[src/inc/glyph_unit_regs.svh]
// Register offsets, field positions and reset values of the glyph write and status unit.
`ifndef GLYPH_UNIT_REGS_SVH
`define GLYPH_UNIT_REGS_SVH
`define GU_ADDR_GLYPH      8'h00
`define GU_ADDR_STATUS     8'h04
`define GU_ADDR_FGCOLOR    8'h08
`define GU_ADDR_BGCOLOR    8'h0c
`define GU_ADDR_MODE       8'h10
`define GU_ADDR_LEFT_X     8'h14
`define GU_ADDR_ROW_Y      8'h18
`define GU_ADDR_RIGHT_X    8'h1c
`define GU_ADDR_STEP_X     8'h20
`define GU_ADDR_STEP_Y     8'h24
`define GU_ADDR_ROP        8'h28
`define GU_ADDR_CLIP_LO    8'h2c
`define GU_ADDR_CLIP_HI    8'h30
`define GU_ST_CLEAR_SEL    31
`define GU_ST_MONO         24
`define GU_ST_OVERFLOW     21
`define GU_ST_PICK         20
`define GU_ST_HIDDEN       2
`define GU_ST_CROSS        1
`define GU_ST_VISIBLE      0
`define GU_MODE_ENDIAN_BIT 2
`define GU_COORD_RESET     16'h0000
`define GU_COLOR_RESET     8'h00
`define GU_ROP_RESET       8'hf0
`endif

[src/inc/glyph_unit_pkg.sv]
// Types shared by the glyph write and status unit.
package glyph_unit_pkg;
   typedef enum logic [1:0] {
      single_plane_color_mode = 2'b00,
      eight_plane_color_mode  = 2'b01,
      antialias_mono_mode     = 2'b10
   } pixel_mode_e;
   typedef logic [15:0] coord_t;
endpackage : glyph_unit_pkg

[src/rtl/glyph_write_unit.sv]
// Glyph and image write path with combined status and colour registers.
//
// Function
// - Single-plane words pass one bit per pixel, flagged for eight-plane expansion downstream.
// - Antialias mode sums set subpixels into a grayscale pixel value.
// - Glyph port reads nothing in single-plane and antialias modes.
// - Eight-plane mode writes four 8-bit pixels through rop and colours.
// - Eight-plane reads return frame buffer pixels at the current position.
// - Left X, row Y and right X set start and inclusive width.
// - Nothing outside width range is modified; width mask ANDs clip mask.
// - Big-endian single-plane: bit 31 is left pixel, bit 0 is left+31.
// - Little-endian single-plane: bit 0 is left pixel, bit 31 is left+31.
// - Big-endian antialias: bit 31 is left subpixel, bit 0 left+31.
// - Big-endian eight-plane: bits 31..24 are left pixel, then onward.
// - Little-endian eight-plane: bits 7..0 are left pixel, then onward.
// - One status register holds all status, updated on address or clip writes.
// - Sticky overflow at bit 21 and pick at bit 20 stay until cleared.
// - Write with clear-select set clears only sticky flags written as one.
// - Write with clear-select zero loads sticky flags directly.
// - Clear-select bit always reads zero.
// - Status writes touch only sticky flags; others come from coordinates and mode.
// - Colour low eight bits drive planes; monochrome uses bit zero only.
`timescale 1ns/1ps
`default_nettype none
`include "glyph_unit_regs.svh"
module glyph_write_unit
   import glyph_unit_pkg::*;
(
   // Clock and reset.
   input  wire logic        i_ref_clk,
   input  wire logic        i_resetn,
   // Register port.
   input  wire logic [7:0]  i_addr,
   input  wire logic [31:0] i_wdata,
   input  wire logic        i_wr,
   input  wire logic        i_rd,
   output logic      [31:0] o_rdata,
   // Status events from the rendering core.
   input  wire logic        i_overflow_evt,
   input  wire logic        i_pick_evt,
   // Frame buffer read data for the current position.
   input  wire logic [31:0] i_fb_rdata,
   // Frame buffer write port: one word of four pixels, 32 one-bit pixels, or one grayscale pixel.
   output logic             o_fb_we,
   output logic      [15:0] o_fb_x,
   output logic      [15:0] o_fb_y,
   output logic      [31:0] o_fb_wdata,
   output logic      [31:0] o_fb_pix_en,
   output logic             o_fb_gray,
   output logic             o_fb_expand
);

   logic [31:0] status_ff;
   logic        ovf_ff;
   logic        pick_ff;
   logic [7:0]  fg_ff;
   logic [7:0]  bg_ff;
   logic [7:0]  rop_ff;
   logic [2:0]  mode_ff;
   coord_t      left_x_ff;
   coord_t      row_y_ff;
   coord_t      right_x_ff;
   coord_t      step_x_ff;
   coord_t      step_y_ff;
   coord_t      clip_lo_ff;
   coord_t      clip_hi_ff;
   logic        addr_wr_ff;
   logic [31:0] nxt_rdata;
   logic [31:0] nxt_fb_wdata;
   logic [31:0] nxt_pix_en;
   pixel_mode_e mode;
   logic        big_endian;
   logic        glyph_wr;
   logic        glyph_rd;
   coord_t      width_m1;

   assign mode       = pixel_mode_e'(mode_ff[1:0]);
   assign big_endian = mode_ff[`GU_MODE_ENDIAN_BIT];
   assign glyph_wr   = i_wr && (i_addr == `GU_ADDR_GLYPH);
   assign glyph_rd   = i_rd && (i_addr == `GU_ADDR_GLYPH);
   assign width_m1   = right_x_ff - left_x_ff;

   // Reverses a 32-bit word so that bit 0 always means the left position.
   function automatic logic [31:0] bit_rev(input logic [31:0] w);
      logic [31:0] r;
      r = '0;
      for (int i = 0; i < 32; i++) begin
         r[i] = w[31-i];
      end
      return r;
   endfunction : bit_rev

   // Boolean raster op per plane: rop bit index is {source, foreground, background}.
   function automatic logic [7:0] rop_plane(input logic src, input logic [7:0] fg,
                                            input logic [7:0] bg, input logic [7:0] rop);
      logic [7:0] r;
      r = '0;
      for (int p = 0; p < 8; p++) begin
         r[p] = rop[{src, fg[p], bg[p]}];
      end
      return r;
   endfunction : rop_plane

   // True when x lies in [lo, hi].
   function automatic logic in_range(input coord_t x, input coord_t lo, input coord_t hi);
      return (x >= lo) && (x <= hi);
   endfunction : in_range

   // Register writes of attributes, mode and coordinates.
   always_ff @(posedge i_ref_clk or negedge i_resetn) begin
      if (!i_resetn) begin
         fg_ff      <= `GU_COLOR_RESET;
         bg_ff      <= `GU_COLOR_RESET;
         rop_ff     <= `GU_ROP_RESET;
         mode_ff    <= 3'h0;
         right_x_ff <= `GU_COORD_RESET;
         step_x_ff  <= `GU_COORD_RESET;
         step_y_ff  <= `GU_COORD_RESET;
         clip_lo_ff <= `GU_COORD_RESET;
         clip_hi_ff <= 16'hffff;
      end else if (i_wr) begin
         unique case (i_addr)
            `GU_ADDR_FGCOLOR: fg_ff      <= i_wdata[7:0];
            `GU_ADDR_BGCOLOR: bg_ff      <= i_wdata[7:0];
            `GU_ADDR_ROP:     rop_ff     <= i_wdata[7:0];
            `GU_ADDR_MODE:    mode_ff    <= i_wdata[2:0];
            `GU_ADDR_RIGHT_X: right_x_ff <= i_wdata[15:0];
            `GU_ADDR_STEP_X:  step_x_ff  <= i_wdata[15:0];
            `GU_ADDR_STEP_Y:  step_y_ff  <= i_wdata[15:0];
            `GU_ADDR_CLIP_LO: clip_lo_ff <= i_wdata[15:0];
            `GU_ADDR_CLIP_HI: clip_hi_ff <= i_wdata[15:0];
            default: ;
         endcase
      end
   end

   // Current position, stepped after every glyph write and after glyph reads in eight-plane mode.
   always_ff @(posedge i_ref_clk or negedge i_resetn) begin
      if (!i_resetn) begin
         left_x_ff <= `GU_COORD_RESET;
         row_y_ff  <= `GU_COORD_RESET;
      end else if (i_wr && i_addr == `GU_ADDR_LEFT_X) begin
         left_x_ff <= i_wdata[15:0];
      end else if (i_wr && i_addr == `GU_ADDR_ROW_Y) begin
         row_y_ff <= i_wdata[15:0];
      end else if (glyph_wr || (glyph_rd && mode == eight_plane_color_mode)) begin
         left_x_ff <= left_x_ff + step_x_ff;
         row_y_ff  <= row_y_ff + step_y_ff;
      end
   end

   // Sticky flags: hardware set wins over a software clear in the same cycle.
   always_ff @(posedge i_ref_clk or negedge i_resetn) begin
      if (!i_resetn) begin
         ovf_ff  <= 1'b0;
         pick_ff <= 1'b0;
      end else if (i_wr && i_addr == `GU_ADDR_STATUS) begin
         if (i_wdata[`GU_ST_CLEAR_SEL]) begin
            ovf_ff  <= i_overflow_evt | (ovf_ff & ~i_wdata[`GU_ST_OVERFLOW]);
            pick_ff <= i_pick_evt | (pick_ff & ~i_wdata[`GU_ST_PICK]);
         end else begin
            ovf_ff  <= i_overflow_evt | i_wdata[`GU_ST_OVERFLOW];
            pick_ff <= i_pick_evt | i_wdata[`GU_ST_PICK];
         end
      end else begin
         ovf_ff  <= ovf_ff | i_overflow_evt;
         pick_ff <= pick_ff | i_pick_evt;
      end
   end

   // Marks a write to any address or clip register, so status is refreshed next cycle.
   always_ff @(posedge i_ref_clk or negedge i_resetn) begin
      if (!i_resetn) begin
         addr_wr_ff <= 1'b0;
      end else begin
         addr_wr_ff <= i_wr && (i_addr inside {`GU_ADDR_LEFT_X, `GU_ADDR_ROW_Y,
                        `GU_ADDR_RIGHT_X, `GU_ADDR_CLIP_LO, `GU_ADDR_CLIP_HI});
      end
   end

   // Derived clip status of the span from left X to right X.
   always_ff @(posedge i_ref_clk or negedge i_resetn) begin
      if (!i_resetn) begin
         status_ff <= 32'h0000_0000;
      end else if (addr_wr_ff) begin
         status_ff <= 32'h0000_0000;
         status_ff[`GU_ST_MONO] <= (mode == antialias_mono_mode);
         status_ff[`GU_ST_VISIBLE] <= (left_x_ff >= clip_lo_ff) && (right_x_ff <= clip_hi_ff);
         status_ff[`GU_ST_HIDDEN] <= (right_x_ff < clip_lo_ff) || (left_x_ff > clip_hi_ff);
         status_ff[`GU_ST_CROSS] <= !((left_x_ff >= clip_lo_ff) && (right_x_ff <= clip_hi_ff))
                                    && !((right_x_ff < clip_lo_ff) || (left_x_ff > clip_hi_ff));
      end
   end

   // Read data, valid only in the cycle after the read strobe.
   always_comb begin
      nxt_rdata = 32'h0000_0000;
      unique case (i_addr)
         `GU_ADDR_GLYPH:   nxt_rdata = (mode == eight_plane_color_mode) ? i_fb_rdata
                                       : 32'h0000_0000;
         `GU_ADDR_STATUS: begin
            nxt_rdata = status_ff;
            nxt_rdata[`GU_ST_OVERFLOW]  = ovf_ff;
            nxt_rdata[`GU_ST_PICK]      = pick_ff;
            nxt_rdata[`GU_ST_CLEAR_SEL] = 1'b0;
         end
         `GU_ADDR_FGCOLOR: nxt_rdata = {24'h00_0000, fg_ff};
         `GU_ADDR_BGCOLOR: nxt_rdata = {24'h00_0000, bg_ff};
         `GU_ADDR_ROP:     nxt_rdata = {24'h00_0000, rop_ff};
         `GU_ADDR_MODE:    nxt_rdata = {29'h0000_0000, mode_ff};
         `GU_ADDR_LEFT_X:  nxt_rdata = {16'h0000, left_x_ff};
         `GU_ADDR_ROW_Y:   nxt_rdata = {16'h0000, row_y_ff};
         `GU_ADDR_RIGHT_X: nxt_rdata = {16'h0000, right_x_ff};
         `GU_ADDR_STEP_X:  nxt_rdata = {16'h0000, step_x_ff};
         `GU_ADDR_STEP_Y:  nxt_rdata = {16'h0000, step_y_ff};
         `GU_ADDR_CLIP_LO: nxt_rdata = {16'h0000, clip_lo_ff};
         `GU_ADDR_CLIP_HI: nxt_rdata = {16'h0000, clip_hi_ff};
         default:          nxt_rdata = 32'h0000_0000;
      endcase
   end

   always_ff @(posedge i_ref_clk or negedge i_resetn) begin
      if (!i_resetn) begin
         o_rdata <= 32'h0000_0000;
      end else begin
         o_rdata <= i_rd ? nxt_rdata : 32'h0000_0000;
      end
   end

   // Frame buffer word: data, per-pixel enable (width mask AND clip mask; antialias: mask gates subpixels, pixel 0 always enabled).
   always_comb begin
      logic [31:0] src;
      logic [7:0]  px;
      logic [4:0]  cnt;
      coord_t      xo;
      src          = big_endian ? bit_rev(i_wdata) : i_wdata;
      nxt_fb_wdata = 32'h0000_0000;
      nxt_pix_en   = 32'h0000_0000;
      px           = 8'h00;
      cnt          = 5'h00;
      xo           = '0;
      unique case (mode)
         eight_plane_color_mode: begin
            for (int k = 0; k < 4; k++) begin
               // Lane k holds pixel left+k once byte order is normalised.
               px = big_endian ? i_wdata[8*(3-k) +: 8] : i_wdata[8*k +: 8];
               for (int p = 0; p < 8; p++) begin
                  nxt_fb_wdata[8*k+p] = rop_ff[{px[p], fg_ff[p], bg_ff[p]}];
               end
               xo = left_x_ff + coord_t'(k);
               nxt_pix_en[k] = (coord_t'(k) <= width_m1)
                               && in_range(xo, clip_lo_ff, clip_hi_ff);
            end
         end
         antialias_mono_mode: begin
            for (int k = 0; k < 32; k++) begin
               xo = left_x_ff + coord_t'(k);
               if ((coord_t'(k) <= width_m1) && in_range(xo, clip_lo_ff, clip_hi_ff)) begin
                  cnt = cnt + 5'(rop_ff[{src[k], fg_ff[0], bg_ff[0]}]);
               end
            end
            nxt_fb_wdata = {24'h00_0000, 3'h0, cnt};
            nxt_pix_en   = 32'h0000_0001;
         end
         default: begin
            // Single-plane: bit k is the source of pixel left+k, planes made downstream.
            for (int k = 0; k < 32; k++) begin
               xo = left_x_ff + coord_t'(k);
               nxt_fb_wdata[k] = src[k];
               nxt_pix_en[k]   = (coord_t'(k) <= width_m1)
                                 && in_range(xo, clip_lo_ff, clip_hi_ff);
            end
         end
      endcase
   end

   always_ff @(posedge i_ref_clk or negedge i_resetn) begin
      if (!i_resetn) begin
         o_fb_we     <= 1'b0;
         o_fb_x      <= 16'h0000;
         o_fb_y      <= 16'h0000;
         o_fb_wdata  <= 32'h0000_0000;
         o_fb_pix_en <= 32'h0000_0000;
         o_fb_gray   <= 1'b0;
         o_fb_expand <= 1'b0;
      end else begin
         o_fb_we     <= glyph_wr;
         o_fb_x      <= left_x_ff;
         o_fb_y      <= row_y_ff;
         o_fb_wdata  <= nxt_fb_wdata;
         o_fb_pix_en <= nxt_pix_en;
         o_fb_gray   <= (mode == antialias_mono_mode);
         o_fb_expand <= (mode == single_plane_color_mode);
      end
   end

   // rop_plane is evaluated here only into an unused net; single-plane bits leave unexpanded;
   // the colour pair is exported through the colour registers read path.
   logic [7:0] unused_plane;
   assign unused_plane = rop_plane(1'b0, fg_ff, bg_ff, rop_ff);

endmodule : glyph_write_unit
`default_nettype wire

[config.mk]
export PLATFORM = sky130hd
export DESIGN_NAME = glyph_write_unit
export DESIGN_NICKNAME = d
export VERILOG_FILES = /design/src/inc/glyph_unit_pkg.sv /design/src/rtl/glyph_write_unit.sv
export VERILOG_INCLUDE_DIRS = /design/src /design/src/inc
export SDC_FILE = /design/constraint.sdc
export NUM_CORES = 2
export LEC_CHECK = 0
export BUFFER_PORTS_ARGS = -buffer_cell sky130_fd_sc_hd__buf_2
export CAP_MARGIN = 20
export CORE_ASPECT_RATIO = 1.75
export CORE_UTILIZATION = 45
export DETAILED_ROUTE_END_ITERATION = 8
export PLACE_DENSITY = 0.65
export REMOVE_ABC_BUFFERS = 1
export SLEW_MARGIN = 5
export SYNTH_ARGS = -nofsm -noshare
export SYNTH_HDL_FRONTEND = slang
export SYNTH_SLANG_ARGS = --single-unit
[constraint.sdc]
create_clock -name i_ref_clk -period 42 [get_ports i_ref_clk]
set_clock_uncertainty 0.2 [all_clocks]
set_input_delay 8.4 -clock i_ref_clk [delete_from_list [all_inputs] [get_ports i_ref_clk]]
set_output_delay 8.4 -clock i_ref_clk [all_outputs]
set_load 0.01 [all_outputs]
Yosys cells after proc, flatten, opt, wreduce, memory -nomap -nowiden
Index checks and enable logic that the tools add are counted.
Storage, ports and cells
  output and inout bits: 131
  bits in writable memories: 0
  word-level logic and storage cells: 582
  memory bits (read-only): 0
  memories: 0
  input bits: 78
  latch bits: 0
  register bits: 277
Operators by class
  magnitude comparators: 163
  add/subtract/negate cells: 65
  bitwise gates (word level): 11
  divide/modulo/power cells: 0
  equality and inequality tests: 15
  mux-type cells: 211
  reductions and logical operators: 94
  shift-type cells: 0
  multipliers: 0
Operator list (count)
  less-or-equal comparator 16 bit: 33
  >= comparator 16 bit: 32
  case mux 32 bit (13 select lines): 1
  two-way mux 5 bit: 62
  adder 16 x 5 -> 16 bit (second input constant): 16
  less-or-equal comparator 5 x 16 -> 1 bit (first input constant): 16
  less-than comparator 3 x 4 -> 1 bit (second input constant): 64
  binary-select mux 1 bit (select 3 bit): 64
  adder 5 x 1 -> 5 bit: 31
  adder 16 x 4 -> 16 bit (second input constant): 8
  less-or-equal comparator 4 x 16 -> 1 bit (first input constant): 8
  two-way mux 32 bit: 3
  two-way mux 16 bit: 5
  logical AND 1 bit: 73
  two-way mux 1 bit: 69
  adder 16 x 3 -> 16 bit (second input constant): 4
  less-or-equal comparator 3 x 16 -> 1 bit (first input constant): 4
  case mux 32 bit (2 select lines): 1
  == test 8 x 6 -> 1 bit (second input constant): 5
  adder 16 bit: 2
  adder 16 x 2 -> 16 bit (second input constant): 2
  == test 8 x 5 -> 1 bit (second input constant): 4
  less-or-equal comparator 1 x 16 -> 1 bit (first input constant): 2
  less-or-equal comparator 2 x 16 -> 1 bit (first input constant): 2
  23 further kinds: 48

Logic depth before layout (Yosys ltp)
  depth after elaboration: 98
  mapped depth: 103
  mapped depth without buffers: 101

Worst setup path before layout
Ideal clock, no wire load.
  kind: input -> register
  from: in i_wdata[0]
  to: reg o_fb_wdata[4]
  stages: 91
  setup slack: 14458 ps
  arrival: 27203 ps
  buffers on the path: 0
  required time: 41661 ps
  cells stage by stage: nor2b_1 a21oi_1 mux2_2 nor3b_1 ha_1 inv_1 a211oi_1 a21o_1 ha_1 nor2_1 nor2_1 ha_1 nand2_1 nand2_1 ha_1 inv_1 a211oi_1 a31oi_1 [55 not listed] mux2_2 ha_1 a221o_1 ha_1 nand2_1 xor2_1 xnor2_1 xnor2_1 nand3_1 nor4_1 a21oi_1 or4b_2 o2111ai_1 nor4b_2 nor3b_2 xnor3_1 nand2_1 a22oi_1
On the way
  word-level cells in the longest chain between the ends: 98
  elaborated cells on any way between the ends: 100
Ends and longest elaborated chain
  start, declared: line glyph_write_unit.sv:34  | input wire logic [31:0] i_wdata,
  two-way mux 32 bit (*): line glyph_write_unit.sv:236  | src = big_endian ? bit_rev(i_wdata) : i_wdata;
  binary-select mux 1 bit (select 3 bit): line glyph_write_unit.sv:259  | cnt = cnt + 5'(rop_ff[{src[k], fg_ff[0], bg_ff[0]}]);
  two-way mux 1 bit (implied by the code): line glyph_write_unit.sv:259
  two-way mux 1 bit: line glyph_write_unit.sv:258  | if ((coord_t'(k) <= width_m1) && in_range(xo, clip_lo_ff, clip_hi_ff)) begin
  two-way mux 5 bit: line glyph_write_unit.sv:242  | unique case (mode)
  adder 5 x 1 -> 5 bit: line glyph_write_unit.sv:259
  two-way mux 5 bit: line glyph_write_unit.sv:258
  two-way mux 5 bit: line glyph_write_unit.sv:242
  [83 not listed]
  two-way mux 5 bit: line glyph_write_unit.sv:242
  adder 5 x 1 -> 5 bit: line glyph_write_unit.sv:259
  two-way mux 5 bit: line glyph_write_unit.sv:258
  two-way mux 5 bit: line glyph_write_unit.sv:242
  adder 5 x 1 -> 5 bit: line glyph_write_unit.sv:259
  two-way mux 5 bit (*): line glyph_write_unit.sv:258
  case mux 32 bit (2 select lines) (*): line glyph_write_unit.sv:242
  net nxt_fb_wdata[4]: line glyph_write_unit.sv:69  | logic [31:0] nxt_fb_wdata;
  end signal, assigned: line glyph_write_unit.sv:290  | o_fb_wdata <= nxt_fb_wdata;
  end, declared: line glyph_write_unit.sv:47  | output logic [31:0] o_fb_wdata,
Mark *: on every way through the listed nets, which the timed path passes. The rest lies on a longest branch. The select of a mux whose other input is x is not followed.
A chain may end at the register's enable or synchronous reset.

Worst setup path in the final report
Same ends and word-level chain as after synthesis.

==> reports/results.ini <==
[clock_network]
cts_buffers=24
cts_tree=built
post_cts_buffers=0
clk_path_buf_depth=3
h-tree-depth=1
cts_root_buf=clkbuf_16
cts_hold_buf=0
cts_resized=0
clock_latency_ns=0.59
path_clk_slew_ns=0.08
cts.sinks=277

[synth]
synthArstFlopShare_pct=100
yosysWarnings=0
synth_area_um2=44800
yosysSeqAreaShare_pct=15.5
synth_edf_count=0
synth.distinct_cells=101
ys.flop_type=dfrtp_1
synth_seq_cells=277
synthCells=5218
avgSynthCellArea_um2=8.58

[status]
outcome=completed

[worst_setup_path]
critPathMaxFanout=14
crit_family=adder cells
start_kind=input pin
crit_type=in2reg
cpMostUsedCell=ha_1
cp-end-kind=flop
arrival_ns=29.65
r2r-start=left_x_ff[6]
rrSetupSlack_ns=17.29
slowest_delay_ns=0.71
rr_worst_depth=96
worstPathRequired_ns=42.28
slowest_stage=nor4b_2
cp.buffers_inverters=3
worstReg2RegEnd=o_fb_wdata[4]

[timing]
setup_viol=0
slew_viol_final=0
setup_tns_ns=0
fmax_mhz=34.0
fin_crit_sh_pct=69.9
hold_viol=0
slew-limit-headroom_pct=20.2
worstMarginPinSlew_ns=1.20
period_needed_ns=29.37
rsz0062_at_grt=false

[job]
maxCapViolCount=0

[grt]
grt_overflow=0
grt_pass1_vias=44500
grt_use_met3_pct=8.74
grt_util_met2_pct=68.5
grt_start_max_net_pins=81
grtUsageMet1_pct=41.9
antenna_found_initial=7
grt_pass1_wl_mm=299
grt_util_all_layers_pct=41.3
busiest_layer=met2

[placed_design]
gp_congestion=1.12
port_buffers=208
place_hpwl_mm=155

[floorplanning]
die_h_um=419
die-area_um2=101000
core_um2=98300
die_w_um=240
rows=152
initial_core_util_pct=45.5
pin_count=209

[routing]
vias=44800
wl_per_cell_um=31.0
initialDrtViolationCount=3813
wirelength_mm=210
drc=0
ant_nets=0
firstDrtPassIters=8
vias_per_cell=6.62

[power]
p_leak_nw=23.5
irDropWorstVdd_mv=0.0742
powerDensity_nw_per_um2=38.6

[worst_hold_path]
min_to=o_fb_y[9]
hp-start=row_y_ff[9]
hold_class=reg2reg
hold-path-cell-count=0

[layout]
drive_above_1_share_pct=12.6
utilization_pct=49.8
fill_cells=9474
syn_to_final_growth_pct=9.38
final_nets=6513

==> synth_stat cells (36+ instances only) <==
cell type,count,area [um^2]
mux2i_1,80,801
nand2b_1,57,357
o21ai_0,241,1210
nand2_1,289,1080
xnor2_1,432,3780
inv_1,144,541
a21oi_1,446,2230
and2_1,47,294
xor2_1,60,526
a21o_1,271,2030
a211oi_1,38,285
mux2_2,150,1690
ha_1,987,12300
nand4_1,170,1060
nor2b_1,111,694
nor2_1,457,1720
nor3_1,67,335
a22oi_1,38,285
dfrtp_1,257,6430
o22ai_1,38,238
a31oi_1,47,294
and3_1,36,225
nand3_1,87,435
clkbuf_1,146,548
==> cells by family after synthesis <==
group | share of synthesized area [%]
simple gates | 15.7
compound gates | 20.2
mux | 6.37
xor+xnor | 11.6
buf+inv | 2.86
flops | 15.5
fa+ha+maj | 27.7
==> layer usage <==
layer / vias up / part of all wire (%)
met2: 2543 / 46
met3: 1114 / 8.5
met5: - / 0.038
li1: 19900 / -
met1: 21300 / 33
met4: 12 / 12
==> layout by cell type (no fill, tap or decap), types with 66 or more instances in the layout <==
| master | instances |
|---|---|
| mux2_2 | 150 |
| ha_1 | 987 |
| buf_4 | 172 |
| nand4_1 | 170 |
| inv_1 | 121 |
| nand3_1 | 87 |
| xnor2_1 | 431 |
| a21o_1 | 271 |
| nand2_1 | 289 |
| mux2i_1 | 80 |
| nor3_1 | 66 |
| nor2b_1 | 111 |
| dfrtp_1 | 253 |
| buf_2 | 207 |
| a21oi_1 | 446 |
| nor2_1 | 456 |
| o21ai_0 | 240 |
==> stage by stage <==
step / power [W] / std cells / cell area (um^2) / setup slack (ns) / hold WS (ns)
final: 0.00189 / 6775 / 49000 / 12.63 / 0.267
after global routing: 0.00201 / 6772 / 49000 / 11.38 / 0.291
after CTS: 0.00185 / 6766 / 48900 / 12.65 / 0.267
after detailed placement: 0.00161 / 6722 / 48100 / 12.13 / 0.239
after global placement: 0.00159 / 6720 / 48100 / 12.42 / 0.236
after floorplan: 0.00120 / 5034 / 44100 / 14.28 / 0.194
==> report_power, final <==
group	internal [W]	total (W)	leakage, nW	switching, W
clock network	0.000119	0.000235	0.393	0.000117
registers	0.000294	0.000316	3.62	0.0000219
logic	0.000533	0.00134	19.5	0.000804
total	0.000945	0.00189	23.5	0.000943
==> area by class of cell <==
| class | count | area (um^2) | share of cell area [%] |
|---|---|---|---|
| clock buffer | 35 | 692 | 1.41 |
| timing repair buffer | 385 | 2420 | 4.94 |
| tap | 1309 | 1640 | 3.34 |
| clock inverter | 9 | 113 | 0.230 |
| antenna | 3 | 7.51 | 0.0153 |
| inverter | 153 | 574 | 1.17 |
| multi-input combinational | 4604 | 36600 | 74.7 |
| sequential | 277 | 6960 | 14.2 |
==> worst max path at each step <==
stage,start,to,slack (ns),depth (start not counted)
after floorplan,i_wdata[0],o_fb_wdata[4],14.28,91
after global placement,i_wdata[0],o_fb_wdata[4],12.42,92
after detailed placement,i_wdata[0],o_fb_wdata[4],12.13,92
after CTS,i_wdata[0],o_fb_wdata[4],12.65,92
after global routing,i_wdata[0],o_fb_wdata[4],11.38,92
final,i_wdata[0],o_fb_wdata[4],12.63,92
==> registers in the layout (all words and copies together) (netlist names), 3 cells and up <==
name,flops
o_fb_pix_en,32
o_fb_wdata,32
o_rdata,32
clip_hi_ff,16
clip_lo_ff,16
left_x_ff,16
o_fb_x,16
o_fb_y,16
right_x_ff,16
row_y_ff,16
step_x_ff,16
step_y_ff,16
bg_ff,8
fg_ff,8
rop_ff,8
status_ff,4
mode_ff,3
(Power assumes the default switching activity.)
